<file path="src/core/alu_defs.svh">
// Constants for the accumulator ALU subset: widths, flag positions, resets
`ifndef ALU_DEFS_SVH
`define ALU_DEFS_SVH
`define ALU_DATA_W 8
`define ALU_ADDR_W 7
`define ALU_ACC_RST 8'h00
`define ALU_FLAG_C 0
`define ALU_FLAG_HC 1
`define ALU_FLAG_Z 2
`define ALU_DEST_ACC 1'b0
`define ALU_DEST_FILE 1'b1
`endif

</file>
<file path="src/core/alu_pkg.sv">
// Types for the accumulator ALU subset
package alu_pkg;
   typedef enum logic [2:0]
   {
      OP_NONE = 3'b000,
      OP_ADD_LIT = 3'b001,
      OP_MASK_LIT = 3'b010,
      OP_ADD_FILE = 3'b011,
      OP_MASK_FILE = 3'b100,
      OP_ADDC_FILE = 3'b101,
      OP_ASR_FILE = 3'b110
   } alu_op_t;
endpackage

</file>
<file path="src/core/alu_adder.sv">
// Eight-bit adder with carry-in, carry-out and half-carry
`timescale 1ns/1ps
`include "alu_defs.svh"
module alu_adder #(
   parameter int WIDTH = `ALU_DATA_W
)(
   input wire logic [WIDTH-1:0] a_i,
   input wire logic [WIDTH-1:0] b_i,
   input wire logic cin_i,
   output logic [WIDTH-1:0] sum_o,
   output logic cout_o,
   output logic half_o
);
   logic [4:0] low_sum;
   logic [WIDTH-4:0] high_sum;

   // Half-carry needs the nibble boundary, so add in two pieces
   always_comb
   begin
      low_sum = {1'b0, a_i[3:0]} + {1'b0, b_i[3:0]} + {4'h0, cin_i};
      high_sum = {1'b0, a_i[WIDTH-1:4]} + {1'b0, b_i[WIDTH-1:4]}
         + {{(WIDTH-4){1'b0}}, low_sum[4]};
      sum_o = {high_sum[WIDTH-5:0], low_sum[3:0]};
      cout_o = high_sum[WIDTH-4];
      half_o = low_sum[4];
   end
endmodule

</file>
<file path="src/core/accumulator_alu_subset.sv">
// Accumulator ALU datapath for a subset of add, mask and shift operations
`timescale 1ns/1ps
`include "alu_defs.svh"
// Function
// - Add literal to accumulator, flags C HC Z
// - AND literal into accumulator, only Z
// - Add accumulator and file, dest selects target
// - AND accumulator with file, only Z
// - Add accumulator, file and carry flag
// - Arithmetic shift right file, bit0 to carry
module accumulator_alu_subset
   import alu_pkg::*;
#(
   parameter int WIDTH = `ALU_DATA_W,
   parameter int ADDR_W = `ALU_ADDR_W
)(
   input wire logic mclk_i,
   input wire logic rst_b_i,
   input wire logic exec_i,
   input wire alu_op_t op_i,
   input wire logic [WIDTH-1:0] literal_i,
   input wire logic [ADDR_W-1:0] file_addr_i,
   input wire logic dest_i,
   input wire logic [WIDTH-1:0] file_data_i,
   output logic [WIDTH-1:0] acc_o,
   output logic carry_flag_o,
   output logic half_carry_flag_o,
   output logic zero_flag_o,
   output logic file_we_o,
   output logic [ADDR_W-1:0] file_waddr_o,
   output logic [WIDTH-1:0] file_wdata_o
);
   ////////////////////////////////////////////////////////////////////////
   // Elaboration checks
   // The half-carry split in the adder assumes exactly one byte
   if (WIDTH != 8)
   begin : g_bad_width
      $error("accumulator_alu_subset: WIDTH must be 8");
   end

   // A file address needs at least one bit
   if (ADDR_W < 1)
   begin : g_bad_addr
      $error("accumulator_alu_subset: ADDR_W must be positive");
   end

   ////////////////////////////////////////////////////////////////////////
   // Declarations
   // Accumulator and its next value
   logic [WIDTH-1:0] acc_q;
   logic [WIDTH-1:0] acc_d;

   // Status flags and their next values
   logic c_q;
   logic c_d;
   logic hc_q;
   logic hc_d;
   logic z_q;
   logic z_d;

   // Registered write port toward the file registers
   logic we_q;
   logic we_d;
   logic [ADDR_W-1:0] waddr_q;
   logic [ADDR_W-1:0] waddr_d;
   logic [WIDTH-1:0] wdata_q;
   logic [WIDTH-1:0] wdata_d;

   // Datapath nets
   logic [WIDTH-1:0] operand;
   logic [WIDTH-1:0] add_b;
   logic [WIDTH-1:0] add_sum;
   logic [WIDTH-1:0] result;
   logic add_cin;
   logic add_cout;
   logic add_half;
   logic fwd_hit;
   logic is_file;
   logic wr_file;

   ////////////////////////////////////////////////////////////////////////
   // Operand select for the shared adder
   // The file write is registered, so the file still holds the old byte
   // in the cycle after a write; forwarding the pending byte avoids a
   // stale operand when two operations touch one address back to back.
   always_comb
   begin
      fwd_hit = we_q && (waddr_q == file_addr_i);
      operand = fwd_hit ? wdata_q : file_data_i;
      is_file = (op_i != OP_ADD_LIT) && (op_i != OP_MASK_LIT);
      add_b = (op_i == OP_ADD_LIT) ? literal_i : operand;
      add_cin = (op_i == OP_ADDC_FILE) ? c_q : 1'b0;
   end

   alu_adder #(.WIDTH(WIDTH)) u_adder (
      .a_i(acc_q),
      .b_i(add_b),
      .cin_i(add_cin),
      .sum_o(add_sum),
      .cout_o(add_cout),
      .half_o(add_half)
   );

   ////////////////////////////////////////////////////////////////////////
   // Result and flag next state; flags not named by an op hold
   always_comb
   begin
      acc_d = acc_q;
      c_d = c_q;
      hc_d = hc_q;
      z_d = z_q;
      result = acc_q;
      wr_file = 1'b0;
      we_d = 1'b0;
      waddr_d = waddr_q;
      wdata_d = wdata_q;
      if (exec_i)
      begin
         unique case (op_i)
            OP_ADD_LIT, OP_ADD_FILE, OP_ADDC_FILE:
            begin
               result = add_sum;
               c_d = add_cout;
               hc_d = add_half;
            end
            OP_MASK_LIT:
               result = acc_q & literal_i;
            OP_MASK_FILE:
               result = acc_q & operand;
            OP_ASR_FILE:
            begin
               // Sign bit is kept so signed values halve correctly
               result = {operand[WIDTH-1], operand[WIDTH-1:1]};
               c_d = operand[0];
            end
            default:
               result = acc_q;
         endcase
         if (op_i != OP_NONE)
         begin
            z_d = (result == '0);
            // Literal ops always land in the accumulator
            wr_file = is_file && (dest_i == `ALU_DEST_FILE);
            if (wr_file)
            begin
               we_d = 1'b1;
               waddr_d = file_addr_i;
               wdata_d = result;
            end
            else
            begin
               acc_d = result;
            end
         end
      end
   end

   ////////////////////////////////////////////////////////////////////////
   // State registers; the write strobe lasts one cycle per operation
   always_ff @(posedge mclk_i or negedge rst_b_i)
   begin
      if (!rst_b_i)
      begin
         acc_q <= `ALU_ACC_RST;
         c_q <= 1'b0;
         hc_q <= 1'b0;
         z_q <= 1'b0;
         we_q <= 1'b0;
         waddr_q <= '0;
         wdata_q <= '0;
      end
      else
      begin
         acc_q <= acc_d;
         c_q <= c_d;
         hc_q <= hc_d;
         z_q <= z_d;
         we_q <= we_d;
         waddr_q <= waddr_d;
         wdata_q <= wdata_d;
      end
   end

   ////////////////////////////////////////////////////////////////////////
   // Outputs come straight from the registers above
   assign acc_o = acc_q;
   assign carry_flag_o = c_q;
   assign half_carry_flag_o = hc_q;
   assign zero_flag_o = z_q;
   assign file_we_o = we_q;
   assign file_waddr_o = waddr_q;
   assign file_wdata_o = wdata_q;

   ////////////////////////////////////////////////////////////////////////
   // Assertions on the registered results
   // Add literal leaves the truncated sum in the accumulator
   property p_add_lit_acc;
      @(posedge mclk_i) disable iff (!rst_b_i)
      (exec_i && op_i == OP_ADD_LIT)
      |=> (acc_q == $past(acc_q) + $past(literal_i)) && !we_q;
   endproperty
   a_add_lit_acc: assert property (p_add_lit_acc)
      else $error("add literal result wrong");

   // Mask literal changes no carry flags
   property p_mask_lit_flags;
      @(posedge mclk_i) disable iff (!rst_b_i)
      (exec_i && op_i == OP_MASK_LIT)
      |=> (acc_q == ($past(acc_q) & $past(literal_i)))
         && $stable(c_q) && $stable(hc_q);
   endproperty
   a_mask_lit_flags: assert property (p_mask_lit_flags)
      else $error("mask literal result or flags wrong");

   // A file destination writes the file and leaves the accumulator
   property p_file_dest_write;
      @(posedge mclk_i) disable iff (!rst_b_i)
      (exec_i && op_i != OP_NONE && is_file && dest_i == `ALU_DEST_FILE)
      |=> we_q && (waddr_q == $past(file_addr_i)) && $stable(acc_q);
   endproperty
   a_file_dest_write: assert property (p_file_dest_write)
      else $error("file destination not written");

   // Mask with file keeps carry and half-carry
   property p_mask_file_flags;
      @(posedge mclk_i) disable iff (!rst_b_i)
      (exec_i && op_i == OP_MASK_FILE)
      |=> $stable(c_q) && $stable(hc_q);
   endproperty
   a_mask_file_flags: assert property (p_mask_file_flags)
      else $error("mask with file touched carry flags");

   // Add with carry into the accumulator counts the old carry
   property p_addc_sum;
      @(posedge mclk_i) disable iff (!rst_b_i)
      (exec_i && op_i == OP_ADDC_FILE && dest_i == `ALU_DEST_ACC)
      |=> ({c_q, acc_q} == {1'b0, $past(acc_q)} + {1'b0, $past(operand)}
         + {8'h00, $past(c_q)});
   endproperty
   a_addc_sum: assert property (p_addc_sum)
      else $error("add with carry sum wrong");

   // Shift right moves the old low bit into carry, half-carry holds
   property p_asr_carry;
      @(posedge mclk_i) disable iff (!rst_b_i)
      (exec_i && op_i == OP_ASR_FILE)
      |=> (c_q == $past(operand[0])) && $stable(hc_q);
   endproperty
   a_asr_carry: assert property (p_asr_carry)
      else $error("shift right carry wrong");

   // Zero flag follows the result of every operation
   property p_zero_flag;
      @(posedge mclk_i) disable iff (!rst_b_i)
      (exec_i && op_i != OP_NONE)
      |=> (z_q == ($past(result) == 8'h00));
   endproperty
   a_zero_flag: assert property (p_zero_flag)
      else $error("zero flag wrong");

   // No write strobe without an operation
   property p_idle_no_write;
      @(posedge mclk_i) disable iff (!rst_b_i)
      !exec_i |=> !we_q;
   endproperty
   a_idle_no_write: assert property (p_idle_no_write)
      else $error("file written while idle");
endmodule

</file>
<file path="config.mk">
export PLATFORM = sky130hd
export DESIGN_NAME = accumulator_alu_subset
export DESIGN_NICKNAME = d
export VERILOG_FILES = /design/src/core/alu_pkg.sv /design/src/core/alu_adder.sv /design/src/core/accumulator_alu_subset.sv
export VERILOG_INCLUDE_DIRS = /design/src /design/src/core
export SDC_FILE = /design/constraint.sdc
export NUM_CORES = 1
export LEC_CHECK = 0
export BUFFER_PORTS_ARGS = -buffer_cell sky130_fd_sc_hd__clkbuf_2
export CELL_PAD_IN_SITES_DETAIL_PLACEMENT = 1
export CELL_PAD_IN_SITES_GLOBAL_PLACEMENT = 2
export CORE_UTILIZATION = 33
export DETAILED_ROUTE_END_ITERATION = 10
export PLACE_DENSITY = 0.95
export SLEW_MARGIN = 20
export SYNTH_ARGS = -nofsm -noshare
export SYNTH_HDL_FRONTEND = slang
export SYNTH_HIERARCHICAL = 1
export SYNTH_SLANG_ARGS = --single-unit
</file>
<file path="constraint.sdc">
create_clock -name mclk_i -period 10.03 [get_ports mclk_i]
set_input_delay 0.5015 -clock mclk_i [delete_from_list [all_inputs] [get_ports mclk_i]]
set_output_delay 0.5015 -clock mclk_i [all_outputs]
set_load 0.03 [all_outputs]
</file>
* After elaboration in Yosys (flattened, before gate mapping)
Cells that the tools add are included.
** Operators by class
- $lt $le $gt $ge :: 0
- Bitwise gates (word level) :: 3
- Reductions and logical operators :: 12
- Div/mod/pow operators :: 0
- Equal/unequal tests :: 9
- Multiply operators :: 0
- Shift operators :: 0
- Mux-type cells :: 9
- $add $sub $neg :: 4
** Operators by type and width (number)
- $pmux W8 S4 :: 1
- $mux W8 :: 3
- $and A8 B8 Y8 :: 2
- $add A4 B4 Y5 :: 2
- $add A5 B1 Y5 :: 2
- $eq A3 B3 Y1 const B :: 3
- $logic_not A8 Y1 :: 1
- $eq A7 B7 Y1 :: 1
- $eq A3 B2 Y1 const B :: 2
- $reduce_and A2 Y1 :: 3
- $reduce_and A3 Y1 :: 2
- $mux W1 :: 4
- $eq A3 B1 Y1 const B :: 1
- $logic_and A1 B1 Y1 :: 3
- $ne A3 B1 Y1 const B :: 1
- $ne A3 B2 Y1 const B :: 1
- $reduce_bool A3 Y1 :: 1
- $reduce_or A3 Y1 :: 1
- $pmux W1 S2 :: 1
- $reduce_bool A2 Y1 :: 1
- $not A1 Y1 :: 1
** Word-level totals
- Latch bits :: 0
- Memories :: 0
- Word-level logic and storage cells :: 44
- Output and inout port bits :: 27
- Flip-flop bits (word level) :: 27
- ROM bits :: 0
- Memory bits (writable) :: 0
- Input bits :: 30

* Longest topological paths before layout
- Depth after elaboration :: 10
- Gate-level depth with buffers :: 22
- Mapped depth without buffers :: 21

* By module
Netlist, hierarchy kept.
** Modules (own cells, without submodules)
- accumulator_alu_subset :: cells an instance 221, instances 1, area each 1848.0 sq um, sequential area each 675.6 sq um
- alu_adder :: cells an instance 33, instances 1, area each 289.0 sq um, sequential area each 0.0 sq um

* Worst setup path before layout
OpenSTA, ideal clock, no wires.
- Kind :: reg-to-reg
- Start :: register waddr_q[0] (netlist: file_waddr_o[0])
- End :: register z_q (netlist: zero_flag_o)
- Period minus slack after synthesis :: 4.489 ns
- Stages on the path, launching flop included :: 22
- Setup time :: 0.104 ns
- Path slack :: 5.541 ns
- Arrival time :: 4.385 ns
- Cells stage by stage :: dfrtp_1 > xnor2_1 > and4_4 > and2_4 > buf_6 > mux2i_1 > a21oi_1 > inv_1 > fa_1 > inv_1 > fa_1 > a21o_1 > a21o_1 > fa_1 > a21o_1 > a21oi_2 > xnor2_1 > nand3_1 > o21ai_0 > a211o_1 > or3b_1 > o41ai_2
** Between the ends
- Longest elaborated chain between the ends :: 10
- Elaborated cells between the ends (all ways) :: 12
** RTL lines
- from (decl) :: RTL line accumulator_alu_subset.sv:64 : logic [ADDR_W-1:0] waddr_q;
- from (signal assigned) :: RTL line accumulator_alu_subset.sv:179 : waddr_q <= waddr_d;
- $eq A7 B7 Y1 :: RTL line accumulator_alu_subset.sv:88 : fwd_hit = we_q && (waddr_q == file_addr_i);
- $logic_and A1 B1 Y1 :: RTL line accumulator_alu_subset.sv:88
- $mux W8 :: RTL line accumulator_alu_subset.sv:89 : operand = fwd_hit ? wdata_q : file_data_i;
- $mux W8 :: RTL line accumulator_alu_subset.sv:91 : add_b = (op_i == OP_ADD_LIT) ? literal_i : operand;
- via add_b[0] :: RTL line accumulator_alu_subset.sv:71 : logic [WIDTH-1:0] add_b;
- $add A4 B4 Y5 :: RTL line alu_adder.sv:20 : low_sum = {1'b0, a_i[3:0]} + {1'b0, b_i[3:0]} + {4'h0, cin_i};
- $add A5 B1 Y5 :: RTL line alu_adder.sv:20
- via add_half :: RTL line accumulator_alu_subset.sv:76 : logic add_half;
- $add A5 B1 Y5 :: RTL line alu_adder.sv:22 : + {{(WIDTH-4){1'b0}}, low_sum[4]};
- via add_sum[7] :: RTL line accumulator_alu_subset.sv:72 : logic [WIDTH-1:0] add_sum;
- $pmux W8 S4 :: RTL line accumulator_alu_subset.sv:119 : unique case (op_i)
- $mux W8 :: RTL line accumulator_alu_subset.sv:117 : if (exec_i)
- $logic_not A8 Y1 :: RTL line accumulator_alu_subset.sv:141 : z_d = (result == '0);
- to (signal assigned) :: RTL line accumulator_alu_subset.sv:177 : z_q <= z_d;
- to (decl) :: RTL line accumulator_alu_subset.sv:58 : logic z_q;
The timed path passes the listed nets, and every way through them passes these cells. The select of a mux whose other input is x is not followed.
A chain may end at the register's enable or synchronous reset.

* Final worst setup path
- Start :: input op_i[0]
- End :: register z_q (netlist: zero_flag_o)
** Between the ends
- Longest elaborated chain between the ends :: 8
- Elaborated cells between the ends (all ways) :: 18
** RTL lines
- from (decl) :: RTL line accumulator_alu_subset.sv:20 : input wire alu_op_t op_i,
- $eq A3 B1 Y1 :: RTL line accumulator_alu_subset.sv:91
- $mux W8 :: RTL line accumulator_alu_subset.sv:91
- via add_b[0] :: RTL line accumulator_alu_subset.sv:71
- $add A4 B4 Y5 :: RTL line alu_adder.sv:20
- $add A5 B1 Y5 :: RTL line alu_adder.sv:20
- via add_half :: RTL line accumulator_alu_subset.sv:76
- $add A5 B1 Y5 :: RTL line alu_adder.sv:22
- via add_sum[5] :: RTL line accumulator_alu_subset.sv:72
- $pmux W8 S4 :: RTL line accumulator_alu_subset.sv:119
- $mux W8 :: RTL line accumulator_alu_subset.sv:117
- $logic_not A8 Y1 :: RTL line accumulator_alu_subset.sv:141
The timed path passes the listed nets, and every way through them passes these cells. The select of a mux whose other input is x is not followed.

==> metrics.txt <==
Clk Latency, worst-skew pair 0.27 ns; final setup violation count 0; CTS tree done; Finished Layout Cells 376; Most used DFF post-synth dfrtp_1; peak supply drop 0.113 mV; status complete, no violations; number of synthesized flops with an enable pin 0; final-report max-slew violation count 0; dpl cells 372; antenna violations before repair 0; Mapped Cells 254; CTS Buffer Depth 2; IO buf count 56; synthesized area 2140 µm²; R2R Path Start file_waddr_o[5]$_DFFE_PN0P_; Sum Neg Setup Slack 0 ns; H-tree lvl count 1; CTS resizes 0; die footprint 6800 µm²; CTS Hold Bufs 0; Yosys reg bits 27; r2r worst-path depth 20; core area 6100 µm²; total leakage power 1.15 nW; synth top area cells dfrtp_1 (32%), a21oi_1 (7.5%), mux2_2 (7.4%); first-pass GRT wire length 10,900 µm; CP Class in2reg; Yosys cell types 45; Max-slew headroom 40.3%; Area Growth Syn to Fin 17.0%; Starting Density 35.1%; nets 342; r2r endpoint zero_flag_o$_DFFE_PN0P_; Max FO, Critical Path 22; post-route ant nets 0; die span in x 82.5 µm; residual DRC count 0; Worst Tran Pin Value 0.893 ns; Worst EP required 10.21 ns; crit path time final 5.02 ns; Pre-antenna DRT Iters 4; Chip Height 82.5 µm; Reg clk slew, reported paths 0.09 ns; Avg WL per Cell 18.0 µm; Rows 28; CTS Buf Count 3; total number of yosys warnings 6; vias after detailed routing 2,083; Hold Vio Cnt, Final 0; PD cells 232 nW/µm²; final wirelength 6780 µm; fin crit share 50.0%; Setup Buffers After CTS 0; crit end category register; Clock Sinks 27; Setup Skew 0.00330 ns; Ports 57; HPWL after DPL 5360 µm; CP Launch Point op_i[0]; Async S/R FF share, synth 100%; area share of the leading cell type in the synthesized netlist 31.6%; pin count of the biggest net entering global routing 28; RePlAce Congestion 0.914; CP startpoint kind primary input; Place WS 4.76 ns; Syn Nets 294; global route total overflow 0; CP Capture Point zero_flag_o$_DFFE_PN0P_; vias in the first global route 2,179; ANT cells 0; Worst Path Arrival 5.20 ns; max-capacitance violation count 0; share of post-route cells with drive strength above 1 28.2%; Global Route Usage Sum 21.6%; cell taking the most area after synthesis dfrtp_1; syn avg cell area 8.41 µm²; Post-synth top cells a21oi_1 (32), nand2_1 (32), dfrtp_1 (27); Fill cells 783; setup ws final 5.01 ns; Iter 0 DRT Violations 140; sequential area share after synthesis 31.6%; RSZ-0062 raised after global routing no; Via density 5.54; CTS root buf clkbuf_8; Hold Crit Class in2async; r2r setup slk 5.11 ns; FMAX 199 MHz
logic make-up (layout without fill, tap and decap cells):
family,Yosys count,count (layout),synth area share (%)
AOI/OAI and AO/OA,79,79,24.2
xor gates and xnor gates,11,11,4.51
adders and majority gates,10,10,7.26
buffers and inverters,28,75,5.27
DFF,27,27,31.6
muxes,19,19,9.72
and+or+nand+nor,80,80,17.4
cell usage in the layout, fill, tap and decap left out, types with 2 or more instances in the layout:
cell      Yosys  final
o21ai_1       7      7
inv_2         2      2
or3_1         2      2
and4_4        2      2
o21ai_0       7      7
a21o_1        3      3
a22o_1        5      5
nor2_1       21     21
mux2i_1       5      5
nand3_1       6      6
o22ai_1       2      2
inv_1        13     13
o221a_2       5      5
fa_1          4      4
dfrtp_1      27     27
clkbuf_8      0      3
nand4_1       3      3
a21oi_1      32     32
xnor2_1       9      9
ha_1          6      6
nor2b_1       3      3
mux2_2       14     14
and2_1        4      4
o211ai_1      6      6
clkbuf_2      0     56
xor2_1        2      2
nor3_1        3      3
nand2_1      32     32
metrics by stage:
step	area [µm²]	total power, W	hold WS (ns)	util (%)
4_1_cts	2500	0.000584	0.279	41.0
3_5_place_dp	2450	0.000518	0.500	40.3
3_3_place_gp	2450	0.000506	0.497	40.3
2_1_floorplan	2140	0.000416	0.206	-
6_report	2500	0.000579	0.259	41.0
5_1_grt	2500	0.000623	0.306	41.0
worst max-delay path, stage by stage:
cell      delay (ns)
clkbuf_2        0.39
inv_2           0.26
or3_1           0.62
nor2_1          0.17
a21oi_1         0.05
inv_1           0.09
fa_1            0.18
inv_1           0.05
fa_1            0.40
a21o_1          0.17
a21o_1          0.19
fa_1            0.39
inv_1           0.10
fa_1            0.16
inv_1           0.06
a22o_1          0.24
a21oi_1         0.21
o221a_2         0.26
or3b_1          0.37
o41ai_2         0.33
where the power goes:
group / total [W] / switching, W / internal [W]
sequential: 0.000185 / 0.0000430 / 0.000142
clock: 0.0000635 / 0.0000350 / 0.0000285
combinational: 0.000331 / 0.000203 / 0.000127
total: 0.000579 / 0.000281 / 0.000298
how the worst min path moves through the flow:
stage	start	to	slack, ns	cells past startpoint
finish	rst_b_i	file_wdata_o[1]$_DFFE_PN0P_	0.26	1
global route	rst_b_i	file_wdata_o[1]$_DFFE_PN0P_	0.31	1
CTS	rst_b_i	file_wdata_o[1]$_DFFE_PN0P_	0.28	1
detailed placement	zero_flag_o$_DFFE_PN0P_	zero_flag_o$_DFFE_PN0P_	0.50	2
global placement	file_wdata_o[4]$_DFFE_PN0P_	file_wdata_o[4]$_DFFE_PN0P_	0.50	2
floorplan	rst_b_i	acc_o[0]$_DFFE_PN0P_	0.21	0
metal layers:
layer	up-vias	share of wire, %	global-route usage (%)
met3	13	3.6	2.09
met5	-	0	0
met1	1024	48	29.9
met2	52	47	35.0
met4	0	1.7	7.02
li1	994	-	-
registers in the layout, indices dropped and copies added (netlist names):
register           flops
acc_o                  8
file_wdata_o           8
file_waddr_o           7
carry_flag_o           1
file_we_o              1
half_carry_flag_o      1
zero_flag_o            1
layout make-up:
cell class              count  area (µm²)  share of cell area (%)
multi-input cells         199        1350                    54.0
flip-flops and latches     27         676                    27.0
repair buffers             56         280                    11.2
well taps                  75        93.8                    3.75
inverters                  15        56.3                    2.25
clock buffers               4        45.0                    1.80
(Power assumes the default switching activity.)
